$ cat config.mk
export PLATFORM = sky130hd
export DESIGN_NAME = mfr_fault_response
export DESIGN_NICKNAME = d
export VERILOG_FILES = /design/src/mfr_pkg.sv /design/src/mfr_fault_response.sv
export SDC_FILE = /design/constraint.sdc
export NUM_CORES = 1
export LEC_CHECK = 0
export BUFFER_PORTS_ARGS = -buffer_cell sky130_fd_sc_hd__buf_2
export CAP_MARGIN = 20
export CORE_MARGIN = 1.5
export CORE_UTILIZATION = 51
export CTS_CLUSTER_DIAMETER = 30
export DETAILED_ROUTE_END_ITERATION = 6
export GPL_TIMING_DRIVEN = 0
export PLACE_DENSITY_LB_ADDON = 0.3
export SLEW_MARGIN = 0
export SYNTH_ARGS = -nofsm -noshare
export SYNTH_HDL_FRONTEND = slang
export SYNTH_SLANG_ARGS = --single-unit
$ cat constraint.sdc
create_clock -name ref_clk_i -period 2.25 [get_ports ref_clk_i]
set_clock_uncertainty 0.15 [all_clocks]
set_input_delay 0.225 -clock ref_clk_i [delete_from_list [all_inputs] [get_ports ref_clk_i]]
set_output_delay 0.225 -clock ref_clk_i [all_outputs]
set_load 0.03 [all_outputs]
$ cat src/mfr_pkg.sv
// Constants, enumerations and carrier structs of the motor driver fault response block
package mfr_pkg;

    // ****************************************************************
    // Timing
    // ****************************************************************
    localparam int CLK_PERIOD_NS  = 50;
    localparam int DEGLITCH_NS    = 5000;
    localparam int SLEEP_LIMIT_NS = 20000;
    localparam int DEGLITCH_CYC   = (DEGLITCH_NS + CLK_PERIOD_NS - 1) / CLK_PERIOD_NS;
    localparam int SLEEP_CYC      = SLEEP_LIMIT_NS / CLK_PERIOD_NS;
    localparam int SLEEP_CNT_W    = $clog2(SLEEP_CYC + 1);
    localparam logic [SLEEP_CNT_W-1:0] DEGLITCH_CNT = SLEEP_CNT_W'(DEGLITCH_CYC);
    localparam logic [SLEEP_CNT_W-1:0] SLEEP_CNT    = SLEEP_CNT_W'(SLEEP_CYC);

    // ****************************************************************
    // Fixed values of the pin-configured variant and overcurrent response selector codes
    // ****************************************************************
    localparam logic [15:0] HW_OL_DELAY_US   = 16'h012C;  // 300 us
    localparam logic [15:0] HW_TRIP_LEVEL_MA = 16'h1964;  // 6500 mA
    localparam logic [1:0]  OCP_LATCHED      = 2'h0;
    localparam logic [1:0]  OCP_RETRY        = 2'h1;
    localparam logic [1:0]  OCP_REPORT_ONLY  = 2'h2;
    localparam logic        TSD_AUTO         = 1'h1;

    // ****************************************************************
    // Slew rate table, tenths of a volt per microsecond
    // ****************************************************************
    localparam int SLEW_SETTINGS = 6;
    localparam logic [9:0] SLEW_TENTHS [SLEW_SETTINGS] = '{
        10'h214, 10'h154, 10'h0B7, 10'h082, 10'h04F, 10'h01A
    };

    typedef enum logic [1:0] {PIN_LOW, PIN_HIGH, PIN_FLOAT} mfr_pin_level_type;
    typedef enum logic [1:0] {MODE_PHASE_ENABLE, MODE_PWM, MODE_INDEP} mfr_ctrl_mode_type;

    typedef struct packed {
        logic       supply_undervoltage;
        logic       pump_undervoltage;
        logic       overcurrent;
        logic       open_load;
        logic       current_trip;
        logic       overheat_shutdown;
        logic       overtemp_warning;
    } mfr_detect_type;

    typedef struct packed {
        logic       warning_report_enable;
        logic       pump_uv_disable;
        logic [1:0] overcurrent_response_sel;
        logic       passive_openload_enable;
        logic       active_openload_enable;
        logic       regulation_report_enable;
        logic       overheat_recovery_sel;
    } mfr_config_type;

    typedef struct packed {
        logic       overtemp_warning;
        logic       supply_undervoltage;
        logic       pump_undervoltage;
        logic       overcurrent;
        logic       overheat_shutdown;
        logic       open_load;
        logic       current_trip;
        logic       fault_summary;
    } mfr_status_type;

    typedef struct packed {
        logic                     powered;
        logic                     sleep_n_prev;
        logic [SLEEP_CNT_W-1:0]   low_cnt;
        logic                     sleeping;
        mfr_ctrl_mode_type        ctrl_mode;
        logic                     ocp_latch;
        logic                     tsd_latch;
        logic                     old_latch;
        logic                     retrying;
        mfr_status_type           status;
        logic                     fault_drive;
        logic [1:0]               bridge_hiz;
        logic                     logic_reset;
        logic                     pump_enable;
        logic [9:0]               slew_rate;
    } mfr_state_type;

endpackage

$ cat src/mfr_fault_response.sv
// Fault response, recovery and pin configuration logic of the H-bridge motor driver
module mfr_fault_response
    import mfr_pkg::*;
#(
    parameter int RETRY_CYC = 80000  // Overcurrent retry delay in clock cycles
) (
    input  wire logic                      ref_clk_i,              // 20 MHz clock
    input  wire logic                      sys_rst_i,              // Async reset, high
    input  wire mfr_pkg::mfr_detect_type   detect_i,               // Detector flags
    input  wire mfr_pkg::mfr_config_type   config_i,               // Serial variant settings
    input  wire logic                      hw_variant_i,           // Pin-configured variant
    input  wire logic                      openload_disable_n_i,   // Pin variant OL control
    input  wire logic                      regulation_enable_n_i,  // Pin variant trip control
    input  wire mfr_pkg::mfr_pin_level_type mode_pin_i,            // Tri-level mode pin
    input  wire logic [2:0]                slew_sel_i,             // Slew setting select
    input  wire logic [1:0]                hiz_req_i,              // Per-output Hi-Z request, serial variant only
    input  wire logic                      fault_clear_cmd_i,      // Fault clear pulse
    input  wire logic                      sleep_n_i,              // Sleep pin, low active
    input  wire logic                      fault_line_i,           // Fault wire level
    output logic                           fault_out_n_o,          // Fault pin drive value
    output logic                           fault_out_n_oe_o,       // Fault pin enable
    output logic [1:0]                     bridge_hiz_o,           // Half-bridge Hi-Z
    output logic                           logic_reset_o,          // Core logic reset
    output logic                           pump_enable_o,          // Charge pump enable
    output logic                           sleep_o,                // Device in sleep
    output mfr_pkg::mfr_status_type        status_o,               // Status bits
    output mfr_pkg::mfr_ctrl_mode_type     ctrl_mode_o,            // Latched control mode
    output logic                           passive_ol_en_o,        // Effective passive OL
    output logic                           active_ol_en_o,         // Effective active OL
    output logic                           regulation_en_o,        // Current regulation on
    output logic [15:0]                    trip_level_ma_o,        // Pin variant trip level
    output logic [15:0]                    ol_delay_us_o,          // Pin variant OL delay
    output logic [9:0]                     slew_rate_o,            // Slew, 0.1 V/us units
    output logic                           fault_line_low_o        // Fault wire seen low
);
    import mfr_pkg::*;

    localparam int RETRY_W = $clog2(RETRY_CYC + 1);

    mfr_state_type       state;
    mfr_state_type       next_state;
    logic [RETRY_W-1:0]  retry_cnt;
    logic [RETRY_W-1:0]  next_retry_cnt;
    mfr_config_type      eff;
    logic                reset_pulse;
    logic                clr;
    logic                ocp_ev;
    logic                ocp_rep;
    logic                ocp_hiz;
    logic                tsd_act;
    logic                ol_en;
    logic                pump_undervoltage_act;
    logic                any_fault;

    // ****************************************************************
    // Effective configuration
    // ****************************************************************
    always_comb begin
        eff = config_i;
        if (hw_variant_i) begin
            eff.pump_uv_disable          = 1'b0;
            eff.overcurrent_response_sel = OCP_LATCHED;
            eff.overheat_recovery_sel    = TSD_AUTO;
            eff.passive_openload_enable  = ~openload_disable_n_i;
            eff.active_openload_enable   = ~openload_disable_n_i;
            eff.warning_report_enable    = 1'b0;
            eff.regulation_report_enable = 1'b0;
        end
    end

    // ****************************************************************
    // Fault evaluation and state update
    // ****************************************************************
    always_comb begin
        next_state     = state;
        next_retry_cnt = retry_cnt;
        next_state.sleep_n_prev = sleep_n_i;
        // Valid low pulse ends on the rising edge of sleep_n
        reset_pulse = sleep_n_i && !state.sleep_n_prev
                      && (state.low_cnt >= DEGLITCH_CNT);
        if (!sleep_n_i) begin
            if (state.low_cnt < SLEEP_CNT) begin
                next_state.low_cnt = state.low_cnt + 1'b1;
            end else begin
                next_state.sleeping = 1'b1;
            end
        end else begin
            next_state.low_cnt  = '0;
            next_state.sleeping = 1'b0;
        end
        // Undervoltage resets the logic, so it wipes latches too
        clr = fault_clear_cmd_i || reset_pulse || detect_i.supply_undervoltage;

        // Mode pin sampled only at power-up and at the end of a valid sleep_n low pulse
        next_state.powered = 1'b1;
        if (!state.powered || reset_pulse) begin
            case (mode_pin_i)
                PIN_LOW:   next_state.ctrl_mode = MODE_PHASE_ENABLE;
                PIN_HIGH:  next_state.ctrl_mode = MODE_PWM;
                default:   next_state.ctrl_mode = MODE_INDEP;
            endcase
        end

        // Overcurrent
        ocp_ev = detect_i.overcurrent && (eff.overcurrent_response_sel != 2'h3);
        next_state.ocp_latch = (state.ocp_latch && !clr)
            || (detect_i.overcurrent && eff.overcurrent_response_sel == OCP_LATCHED);
        // Retry timer reloads while overcurrent persists
        if (detect_i.overcurrent && eff.overcurrent_response_sel == OCP_RETRY) begin
            next_state.retrying = 1'b1;
            next_retry_cnt      = RETRY_W'(RETRY_CYC);
        end else if (state.retrying) begin
            if (retry_cnt <= RETRY_W'(1)) begin
                next_state.retrying = 1'b0;
            end
            next_retry_cnt = retry_cnt - 1'b1;
        end
        if (eff.overcurrent_response_sel != OCP_RETRY) begin
            next_state.retrying = 1'b0;
        end
        ocp_hiz = state.ocp_latch || state.retrying
                  || (detect_i.overcurrent && eff.overcurrent_response_sel <= OCP_RETRY);
        ocp_rep = ocp_hiz || (detect_i.overcurrent
                  && eff.overcurrent_response_sel == OCP_REPORT_ONLY);

        // Overheat: status stays latched, action depends on selector
        next_state.tsd_latch = (state.tsd_latch && !clr) || detect_i.overheat_shutdown;
        tsd_act = eff.overheat_recovery_sel ? detect_i.overheat_shutdown
                                            : state.tsd_latch || detect_i.overheat_shutdown;

        // Open load
        ol_en = eff.passive_openload_enable || eff.active_openload_enable;
        next_state.old_latch = (state.old_latch && !clr)
                               || (detect_i.open_load && ol_en);

        pump_undervoltage_act = detect_i.pump_undervoltage && !eff.pump_uv_disable;

        any_fault = detect_i.supply_undervoltage || pump_undervoltage_act || ocp_rep || tsd_act
                    || state.old_latch
                    || (detect_i.current_trip && eff.regulation_report_enable)
                    || (detect_i.overtemp_warning && eff.warning_report_enable);
        next_state.fault_drive = any_fault;

        next_state.status.overtemp_warning    = detect_i.overtemp_warning;
        next_state.status.supply_undervoltage = detect_i.supply_undervoltage;
        next_state.status.pump_undervoltage   = pump_undervoltage_act;
        next_state.status.overcurrent         = (state.status.overcurrent && !clr) || ocp_ev;
        next_state.status.overheat_shutdown   = state.tsd_latch || detect_i.overheat_shutdown;
        next_state.status.open_load           = state.old_latch;
        next_state.status.current_trip        = detect_i.current_trip;
        next_state.status.fault_summary       = any_fault;

        // Warning and current trip never steer the bridge
        next_state.bridge_hiz = {2{detect_i.supply_undervoltage || pump_undervoltage_act || ocp_hiz
                                   || tsd_act || state.sleeping}};
        if (!hw_variant_i) begin
            next_state.bridge_hiz = next_state.bridge_hiz | hiz_req_i;
        end
        next_state.logic_reset = detect_i.supply_undervoltage;
        next_state.pump_enable = !state.sleeping;

        // Unused selects fall back to the slowest setting
        if (slew_sel_i < 3'(SLEW_SETTINGS)) begin
            next_state.slew_rate = SLEW_TENTHS[slew_sel_i];
        end else begin
            next_state.slew_rate = SLEW_TENTHS[SLEW_SETTINGS-1];
        end
    end

    always_ff @(posedge ref_clk_i or posedge sys_rst_i) begin
        if (sys_rst_i) begin
            state     <= '0;
            retry_cnt <= '0;
        end else begin
            state     <= next_state;
            retry_cnt <= next_retry_cnt;
        end
    end

    // ****************************************************************
    // Outputs
    // ****************************************************************
    assign fault_out_n_o    = 1'b0;
    assign fault_out_n_oe_o = state.fault_drive;
    assign fault_line_low_o = !fault_line_i;
    assign bridge_hiz_o     = state.bridge_hiz;
    assign logic_reset_o    = state.logic_reset;
    assign pump_enable_o    = state.pump_enable;
    assign sleep_o          = state.sleeping;
    assign status_o         = state.status;
    assign ctrl_mode_o      = state.ctrl_mode;
    assign passive_ol_en_o  = eff.passive_openload_enable;
    assign active_ol_en_o   = eff.active_openload_enable;
    assign regulation_en_o  = hw_variant_i && !regulation_enable_n_i;
    assign trip_level_ma_o  = HW_TRIP_LEVEL_MA;
    assign ol_delay_us_o    = HW_OL_DELAY_US;
    assign slew_rate_o      = state.slew_rate;
endmodule

# [Yosys cells after proc, flatten, opt, wreduce, memory -nomap -nowiden]
# Memories as Yosys holds them, arrays and structs flattened.
# Cells that the tools add are included.
[classes] add_sub_neg=2 order_cmp=6 n_eq_ne=6 muxes=16 bitwise=3 n_reduce_logical=48
[ops] op="2-to-1 mux 10 bit" count=4
[ops] op="2-to-1 mux 17 bit" count=2
[ops] op="logical OR 1 bit" count=21
[ops] op="less-or-equal comparator 17 x 1 -> 1 bit, second input constant" count=1
[ops] op="subtractor 17 x 1 -> 17 bit, second input constant" count=1
[ops] op="logical AND 1 bit" count=16
[ops] op="adder 9 x 1 -> 9 bit, second input constant" count=1
[ops] op=">= comparator 9 x 7 -> 1 bit, second input constant" count=1
[ops] op="< comparator 9 bit, second input constant" count=1
[ops] op="2-to-1 mux 9 bit" count=1
[ops] op="2-to-1 mux 8 bit" count=1
[ops] op="logical NOT 1 bit" count=7
[ops] op="2-to-1 mux 1 bit" count=6
[ops] op="== test 2 x 1 -> 1 bit, second input constant" count=2
[ops] op=">= comparator 4 bit, second input constant" count=1
[ops] op="logical NOT 2 bit" count=2
[ops] op="!= test 2 bit, second input constant" count=2
[ops] op="inverter 3 -> 4 bit" count=1
[ops] op="one-hot mux 2 bit (2 select lines)" count=1
[ops] op="nonzero test 2 bit" count=2
[ops] op="< comparator 3 bit, second input constant" count=1
[ops] op="== test 2 bit, second input constant" count=1
[ops] op="less-or-equal comparator 2 x 1 -> 1 bit, second input constant" count=1
[ops] op="2-to-1 mux 2 bit" count=1
[ops] op="other kinds (3)" count=3
[word_totals] register_bits=56 romBits=80 in_bits=30 out_inout_bits=63 word_cells=103 n_memories=1
[memory_table] name="(no name shown)" depth=8 width=10 rd=1 rd_ports_with_merged_regs=0 write_ports=0 line_no="mfr_fault_response.sv:164" source="next_state.slew_rate = SLEW_TENTHS[slew_sel_i];"

# [Longest topological paths before layout]
# Gate-level depths: netlist of the first run.
[depth] word_depth=11 depth_mapped=6 ltp_nobuf=6

# [Worst setup path before layout of the first run]
# OpenSTA, ideal clock, no wires.
[synth_path] path_type="reg-to-reg" start="reg retry_cnt[9]" end="reg retry_cnt[16]" setup_time_ns=0.068 arrival_ns=1.757 required_ns=2.032 slack_ns=0.274 path_stages_with_launch=5 n_path_buf=0 period_less_slack_ns=1.976 path_cell_list="dfrtp_1 -> or4_4 -> or4_4 -> or3_1 -> nand3_1"
[synth_via] elab_chain_cells=3
[synth_rtl] element="start, declared" line_no="mfr_fault_response.sv:42" source="logic [RETRY_W-1:0] retry_cnt;"
[synth_rtl] element="start signal, assigned" line_no="mfr_fault_response.sv:176" source="retry_cnt <= next_retry_cnt;"
[synth_rtl] element="subtractor 17 x 1 -> 17 bit" line_no="mfr_fault_response.sv:116" source="next_retry_cnt = retry_cnt - 1'b1;"
[synth_rtl] element="2-to-1 mux 17 bit" line_no="mfr_fault_response.sv:112" source="end else if (state.retrying) begin"
[synth_rtl] element="2-to-1 mux 17 bit" line_no="mfr_fault_response.sv:109" source="if (detect_i.overcurrent && eff.overcurrent_response_sel == OCP_RETRY) begin"
# Every way passes these cells. The select of a mux whose other input is x is not followed.
# A chain may end at the register's enable or synchronous reset.

# [Worst setup path after layout of the first run]
# Same ends and word-level chain as after synthesis.

==> results.toml, run 1 <==
[status]
status = "finished, final reports clean"

[synthesis]
netlist_area_um2 = 2890
synth_edf_count = 0
synthDistinctLibCells = 41
yosysTopAreaCellShare = 0.485
ys_async_sr_fraction = 1.00
synth_cells = 288
yosysTopAreaCell = "dfrtp_1"
ys_seq_area_frac = 0.485
ys_seq_elements = 56
synth_warnings = 0
syn_area_per_cell_um2 = 10.0
synth_area_leaders = "dfrtp_1 (48%), buf_4 (14%), nor2_1 (4.2%)"
synth_ff_type = "dfrtp_1"

[timing]
grt_setup_unrepaired = "no"
min_period_ns = 2.08
hold_ws_ns = 0.0332
slew_violations = 0
fin_tns_setup_ns = 0
finalCritPeriodShare = 0.922
worst_slew_margin_rel = 0.494
max_freq_mhz = 482
setup-violations-final = 0
final_hold_viol_count = 0
setup_slack_ns = 0.175
worstMarginPinSlew_ns = 0.757

[cells_and_area]
fill_cells = 447
final_common_cell = "buf_2"
num_antenna_cells = 0
final_nets = 430
final_layout_size_suffix_gt1_frac = 0.338
layout_common_cells = "buf_2 (58), dfrtp_1 (56), buf_4 (55)"
syn_to_final_growth_pct = 25.1
stdcell_area_um2 = 3620

[global_routing]
grt_pass1_vias = 2014
antenna_found_initial = 0
grt_pass1_wl_um = 8600
grt_usage = 0.179
grt_max_degree = 34
gr-total-overflow = 0

[clock_tree]
cts_tree = "built"
clock_path_buffers = 2
cts-root-buf = "clkbuf_8"
numCtsBuffers = 5
clk_latency_ns = 0.31
h-tree-depth = 2
clkTransAtPathRegs_ns = 0.09
clock_sinks = 56

[place]
dpl.hpwl_um = 3670
placed_cell_area_um2 = 3410
place_congestion = 0.834
portBuffers = 57
dp_slack_ns = 0.136

[min_path]
min_path_cells = 2
hold_path.class = "input port to register"

[floorplanning]
die_width_um = 78.3
initial_utilization = 0.528
fp-row-count = 27
io_pins = 93
fp.dieH_um = 78.3
fp.dieArea_um2 = 6130
core_um2 = 5470

[route]
drt_iter0_markers = 88
wl_per_cell_um = 11.1
finalWirelength_um = 5210
drtAntennaViolNets = 0
vias_per_cell = 4.57
drc = 0
dr.pass1.iters = 4
vias = 2141

[power_and_ir_drop]
p_per_area_nw_per_um2 = 662
ir_drop_mv = 0.330
p_leak_nw = 1.78
total_power_mw = 2.39

[setup_path]
arrival_ns = 2.17
rr_worst_depth = 4
endpoint_kind = "register"
crit_path_start_kind = "register"
crit_required_ns = 2.35
worstPathMaxFanout = 6
critical_path_class = "register to register"

[job]
drv_cap = 0
## critical path, cell delays in order (launching register included)
cell	delay (ns)
dfrtp_1	0.45
or4_4	0.58
or4_4	0.44
or3_1	0.32
nand3_1	0.08
## cell type report
class | count | area (um2) | share of cell area
flip-flops and latches | 56 | 1400 | 0.387
multi-input cells | 190 | 1130 | 0.313
plain buffers | 61 | 437 | 0.121
repair buffers | 69 | 415 | 0.115
well taps | 72 | 90.1 | 0.0249
clock buffers | 6 | 82.6 | 0.0228
inverters | 13 | 48.8 | 0.0135
clock inverters | 2 | 10.0 | 0.00277
## layer usage
layer | GRT usage | share of wire | vias up
met5 | 0 | 0 | -
met4 | 0.0625 | 0.012 | 0
met3 | 0.0477 | 0.055 | 6
met2 | 0.326 | 0.51 | 54
met1 | 0.200 | 0.42 | 991
li1 | - | - | 1090
## timing repair
| action | 4_1_cts | 5_1_grt |
|---|---|---|
| endpoints found under the setup margin | 0 | 1 |
| resized for setup | 0 | 1 |
| endpoints found under the hold margin | 34 | 0 |
| buffers inserted | 0 | 0 |
| hold buffers | 11 | 0 |
## power by group
group          internal, mW  switching (mW)  leakage, nW
logic                 0.256           0.349         1.05
registers              1.11           0.122        0.678
clock network         0.246           0.315       0.0510
total                  1.61           0.785         1.78
## stage by stage
stage               std cells  utilization
floorplan                 320            -
global placement          449        0.619
detailed placement        450        0.623
CTS                       469        0.660
global route              469        0.661
finish                    469        0.661
## synthesized netlist by cell type, drive strengths merged (5+ instances only)
| library cell | instances |
|---|---|
| nand4 | 7 |
| buf | 56 |
| inv | 13 |
| xor2 | 11 |
| xnor2 | 7 |
| a21oi | 8 |
| clkbuf | 5 |
| nor2 | 32 |
| o21ai | 12 |
| nand3 | 6 |
| nand2 | 13 |
| dfrtp | 56 |
| nor4 | 5 |
## state kept, by name (all words and copies together) (netlist names)
name / flops
sleep_o: 1
logic_reset_o: 1
status_o: 6
next_state: 1
bridge_hiz_o: 2
ctrl_mode_o: 2
pump_enable_o: 1
slew_rate_o: 10
retry_cnt: 17
state: 14
fault_out_n_oe_o: 1
## cell families (layout without fill, tap and decap cells)
kind of cell | Yosys count | in the layout | share of synthesized area
mux | 4 | 4 | 0.0151
other cells | 2 | 34 | 0.00260
fa+ha+maj | 4 | 4 | 0.0173
buf+inv | 74 | 151 | 0.168
compound gates | 35 | 35 | 0.0783
xor+xnor | 18 | 18 | 0.0545
simple gates | 95 | 95 | 0.180
flops | 56 | 56 | 0.485
## path summary, 6_finish.rpt
| kind | start | to | slack (ns) |
|---|---|---|---|
| max | retry_cnt[9]$_DFFE_PP0P_ | retry_cnt[16]$_DFFE_PP0P_ | 0.17 |
| min | mode_pin_i[1] | ctrl_mode_o[1]$_DFFE_PP0P_ | 0.03 |
| max reg2reg | retry_cnt[9]$_DFFE_PP0P_ | retry_cnt[16]$_DFFE_PP0P_ | 0.17 |
| min reg2reg | next_state[17]$_DFF_PP0_ | status_o[2]$_DFF_PP0_ | 0.28 |
| max in group asynchronous | sys_rst_i | fault_out_n_oe_o$_DFF_PP0_ | 1.06 |
| min in group asynchronous | sys_rst_i | slew_rate_o[3]$_DFF_PP0_ | 0.34 |
Note: power is estimated with default switching activity, not from simulation.
==> run 2: changes to the inputs <==
--- a/config.mk
+++ b/config.mk
@@ -8,7 +8,8 @@
 export BUFFER_PORTS_ARGS = -buffer_cell sky130_fd_sc_hd__buf_2
 export CAP_MARGIN = 20
 export CORE_MARGIN = 1.5
-export CORE_UTILIZATION = 51
+export CORE_UTILIZATION = 53
+export CTS_BUF_LIST = sky130_fd_sc_hd__clkbuf_8
 export CTS_CLUSTER_DIAMETER = 30
 export DETAILED_ROUTE_END_ITERATION = 6
 export GPL_TIMING_DRIVEN = 0
==> results.toml, run 2 (same netlist as run 1, synthesis figures left out) <==
[floorplanning]
initial_utilization = 0.559
io_pins = 93
fp.dieArea_um2 = 5910
fp-row-count = 26
die_width_um = 76.9
core_um2 = 5170
fp.dieH_um = 76.9

[route]
dr.pass1.iters = 4
drt_iter0_markers = 109
drc = 0
finalWirelength_um = 5180
vias = 2173
vias_per_cell = 4.65
wl_per_cell_um = 11.1
drtAntennaViolNets = 0

[clock_tree]
cts-root-buf = "clkbuf_8"
clk_latency_ns = 0.30
clock_sinks = 56
clkTransAtPathRegs_ns = 0.09
h-tree-depth = 2
clock_path_buffers = 2
cts_tree = "built"
numCtsBuffers = 5

[place]
portBuffers = 57
place_congestion = 0.820
dpl.hpwl_um = 3690
dp.cells = 448

[status]
status = "finished, final reports clean"

[cells_and_area]
layout_common_cells = "buf_2 (58), dfrtp_1 (56), buf_4 (55)"
final_common_cell = "buf_2"
syn_to_final_growth_pct = 25.6
final_cells = 467
final_layout_size_suffix_gt1_frac = 0.335
largest_reg_flops = 17
num_antenna_cells = 0
final_nets = 430
largest-register = "retry_cnt"

[setup_path]
timing.critical_path.buf_inv = 0
crit_required_ns = 2.34
slowest_stage = "or4_4"
endpoint_kind = "register"
critical_path_class = "register to register"
slowest_delay_ns = 0.57
path_common_cell = "or4_4"
crit_path_start_kind = "register"
path_cells = "or4_4 -> or4_4 -> or3_1 -> nand3_1"
cpLargestDelayFamily = "simple AND/OR/NAND/NOR gates"
worstPathMaxFanout = 6
arrival_ns = 2.17

[timing]
slew_violations = 0
final_hold_viol_count = 0
grt_setup_unrepaired = "no"
worst_slew_margin_rel = 0.560
setup-violations-final = 0
max_freq_mhz = 481
worstMarginPinSlew_ns = 0.658
hold_ws_ns = 0.0315
min_period_ns = 2.08
finalCritPeriodShare = 0.925

[power_and_ir_drop]
switchingPower_mw = 0.771
combPwrFrac = 0.244
power.share.switching = 0.314
p_leak_nw = 1.79
power.share.clock = 0.255
ir_drop_mv = 0.317
seqPwrFrac = 0.500
p_per_area_nw_per_um2 = 677
p_int_mw = 1.69

[min_path]
hold_path.class = "input port to register"

[global_routing]
grt_pass1_vias = 1988
antenna_found_initial = 0
grt_pass1_wl_um = 8790
grt_usage = 0.184
gr-total-overflow = 0
grt_max_degree = 39

[job]
drv_cap = 0
==> run 2: what timing repair did <==
item                                    CTS  global route
hold buffers                             11             0
resized for setup                         0             1
endpoints found under the setup margin    0             1
buffers inserted                          0             0
hold endpoints to repair                 29             0
==> run 2: per-layer routing <==
| layer | track usage | wire length, um | vias up |
|---|---|---|---|
| met5 | 0 | 0 | - |
| li1 | - | - | 1089 |
| met4 | 0.0630 | 49 | 0 |
| met2 | 0.329 | 2640 | 71 |
| met1 | 0.215 | 2180 | 1009 |
| met3 | 0.0440 | 308 | 4 |
==> run 2: worst register-to-register path, stage by stage (launching register included) <==
cell and delay (ns):
dfrtp_1 0.45, or4_4 0.57, or4_4 0.45, or3_1 0.32, nand3_1 0.09
==> run 2: worst paths after layout <==
check / from / end / slack, ns / cells past startpoint
worst max-delay path: retry_cnt[9]$_DFFE_PP0P_ / retry_cnt[16]$_DFFE_PP0P_ / 0.17 / 4
worst min-delay path: mode_pin_i[1] / ctrl_mode_o[1]$_DFFE_PP0P_ / 0.03 / 2
worst max register to register: retry_cnt[9]$_DFFE_PP0P_ / retry_cnt[16]$_DFFE_PP0P_ / 0.17 / 4
worst min register to register: next_state[17]$_DFF_PP0_ / status_o[2]$_DFF_PP0_ / 0.29 / 0
max in group asynchronous: sys_rst_i / retry_cnt[12]$_DFFE_PP0P_ / 1.13 / 4
min in group asynchronous: sys_rst_i / state[39]$_DFF_PP0_ / 0.30 / 3
==> run 2: through the flow <==
step                setup TNS [ns]  power (mW)   util  area, um2  setup slack (ns)
finish                           0        2.46  0.702       3630             0.169
global route                     0        2.59  0.702       3630            0.0290
CTS                              0        2.47  0.700       3620            0.0915
detailed placement               0        1.83  0.658       3400             0.101
global placement             -8.30        1.80  0.654       3380            -0.151
floorplan                        0        1.69      -       3010             0.274
==> run 2: cell type report <==
class                           instances  area, um2
Buffer                                 61        437
Sequential cell                        56       1400
Clock inverter                          3       38.8
Timing Repair Buffer                   69        415
Tap cell                               70       87.6
Fill cell                             411       1540
Inverter                               13       48.8
Clock buffer                            5       68.8
Multi-Input combinational cell        190       1130
==> run 2: power groups by stage <==
| stage | registers, mW | logic (mW) | clock network (mW) |
|---|---|---|---|
| 5_1_grt | 1.25 | 0.667 | 0.678 |
| 3_5_place_dp | 1.24 | 0.584 | 0 |
| 2_1_floorplan | 1.22 | 0.471 | 0 |
| 4_1_cts | 1.22 | 0.601 | 0.651 |
| 6_report | 1.23 | 0.601 | 0.627 |
| 3_3_place_gp | 1.23 | 0.567 | 0 |
==> run 3: changes to the inputs <==
--- a/config.mk
+++ b/config.mk
@@ -7,6 +7,7 @@
 export LEC_CHECK = 0
 export BUFFER_PORTS_ARGS = -buffer_cell sky130_fd_sc_hd__buf_2
 export CAP_MARGIN = 20
+export CORE_ASPECT_RATIO = 1.25
 export CORE_MARGIN = 1.5
 export CORE_UTILIZATION = 53
 export CTS_BUF_LIST = sky130_fd_sc_hd__clkbuf_8
==> results.toml, run 3 (same netlist as run 1, synthesis figures left out) <==
[timing]
hold_ws_ns = 0.0145
worst_slew_margin_rel = 0.525
setup-violations-final = 0
fin_tns_setup_ns = 0
grt_setup_unrepaired = "no"
min_period_ns = 2.09
slew_violations = 0
setup_slack_ns = 0.164
worstMarginPinSlew_ns = 0.712
finalCritPeriodShare = 0.927
max_freq_mhz = 479
final_hold_viol_count = 0

[setup_path]
endpoint_kind = "register"
crit_required_ns = 2.36
critical_path_class = "register to register"
startpoint = "retry_cnt[9]$_DFFE_PP0P_"
arrival_ns = 2.19
crit_path_start_kind = "register"
r2r_start = "retry_cnt[9]$_DFFE_PP0P_"
worstPathMaxFanout = 6

[cells_and_area]
final_util = 0.699
final_cells = 459
multi_input_area_um2 = 1130
final_layout_size_suffix_gt1_frac = 0.332
fill_cells = 417
stdcell_area_um2 = 3600
syn_to_final_growth_pct = 24.6
largest_reg_flops = 17
layout_common_cells = "buf_2 (58), dfrtp_1 (56), buf_4 (55)"
final_common_cell = "buf_2"
largest-register = "retry_cnt"
final_nets = 430
num_antenna_cells = 0
regArea_um2 = 1400

[floorplanning]
initial_utilization = 0.561
fp-row-count = 29
core_um2 = 5150
fp.dieH_um = 85.6
fp.dieArea_um2 = 5910
io_pins = 93
die_width_um = 69.1

[global_routing]
grt_pass1_vias = 2207
grt_max_degree = 31
grt_usage = 0.197
antenna_found_initial = 0
gr-total-overflow = 0
grt_pass1_wl_um = 9320

[clock_tree]
h-tree-depth = 2
cts_setup_buffers = 0
cts_tree = "built"
clock_path_buffers = 2
clock_sinks = 56
clk_latency_ns = 0.31
cts-root-buf = "clkbuf_8"
clkTransAtPathRegs_ns = 0.10
numCtsBuffers = 5

[power_and_ir_drop]
total_power_mw = 2.40
p_per_area_nw_per_um2 = 665
p_leak_nw = 1.78
seqPwrFrac = 0.512
power.share.switching = 0.330
ir_drop_mv = 0.447
combPwrFrac = 0.258
p_int_mw = 1.61
switchingPower_mw = 0.791
power.share.clock = 0.230

[status]
status = "finished, final reports clean"

[place]
portBuffers = 57
placed_cell_area_um2 = 3390
place_congestion = 0.860
dpl.hpwl_um = 4000
dp.cells = 440
dp_slack_ns = 0.0775

[route]
finalWirelength_um = 5640
drc = 0
dr.pass1.iters = 4
vias_per_cell = 4.89
wl_per_cell_um = 12.3
drt_iter0_markers = 118
drtAntennaViolNets = 0
vias = 2243

[min_path]
hold_path.class = "input port to register"
hold_path_startpoint = "mode_pin_i[1]"

[job]
drv_cap = 0
-- run 3: cell types whose count changed in the layout (fill, tap and decap cells not counted), sizes merged --
cell	before	now
clkinv	1	0
bufinv	1	0
clkbuf	10	11
inv	14	15
-- run 3: timing repair --
item                                    in CTS  in global routing
resized for setup                            0                  1
endpoints found under the setup margin       0                  1
hold endpoints to repair                    40                  0
hold buffers                                11                  0
-- run 3: layout make-up --
type                            instances  area share
Multi-Input combinational cell        190       0.315
Tap cell                               62      0.0215
Clock buffer                            6      0.0229
Sequential cell                        56       0.389
Buffer                                 61       0.121
Clock inverter                          2     0.00208
Timing Repair Buffer                   69       0.115
Inverter                               13      0.0135
-- run 3: power groups by stage --
stage	sequential, mW	combinational, mW	clock, mW
detailed placement	1.24	0.586	0
CTS	1.22	0.614	0.566
finish	1.23	0.617	0.552
floorplan	1.22	0.471	0
global placement	1.23	0.564	0
global route	1.24	0.679	0.602
-- run 3: worst paths after layout --
check,end,slack (ns),cells past startpoint
max in group asynchronous,ctrl_mode_o[1]$_DFFE_PP0P_,0.98,4
min,ctrl_mode_o[1]$_DFFE_PP0P_,0.01,2
max reg2reg,retry_cnt[16]$_DFFE_PP0P_,0.16,4
min reg2reg,status_o[2]$_DFF_PP0_,0.28,0
min in group asynchronous,retry_cnt[6]$_DFFE_PP0P_,0.40,3
max,retry_cnt[16]$_DFFE_PP0P_,0.16,4
-- run 3: routing by layer --
metal,track usage,up-vias,part of all wire
met5,0,-,0
li1,-,1085,-
met3,0.0482,17,0.055
met2,0.362,82,0.53
met4,0.0998,0,0.034
met1,0.210,1059,0.38
-- run 3: worst max-delay path: stages (launching register included) --
cell,delay (ns)
dfrtp_1,0.45
or4_4,0.58
or4_4,0.44
or3_1,0.32
nand3_1,0.09
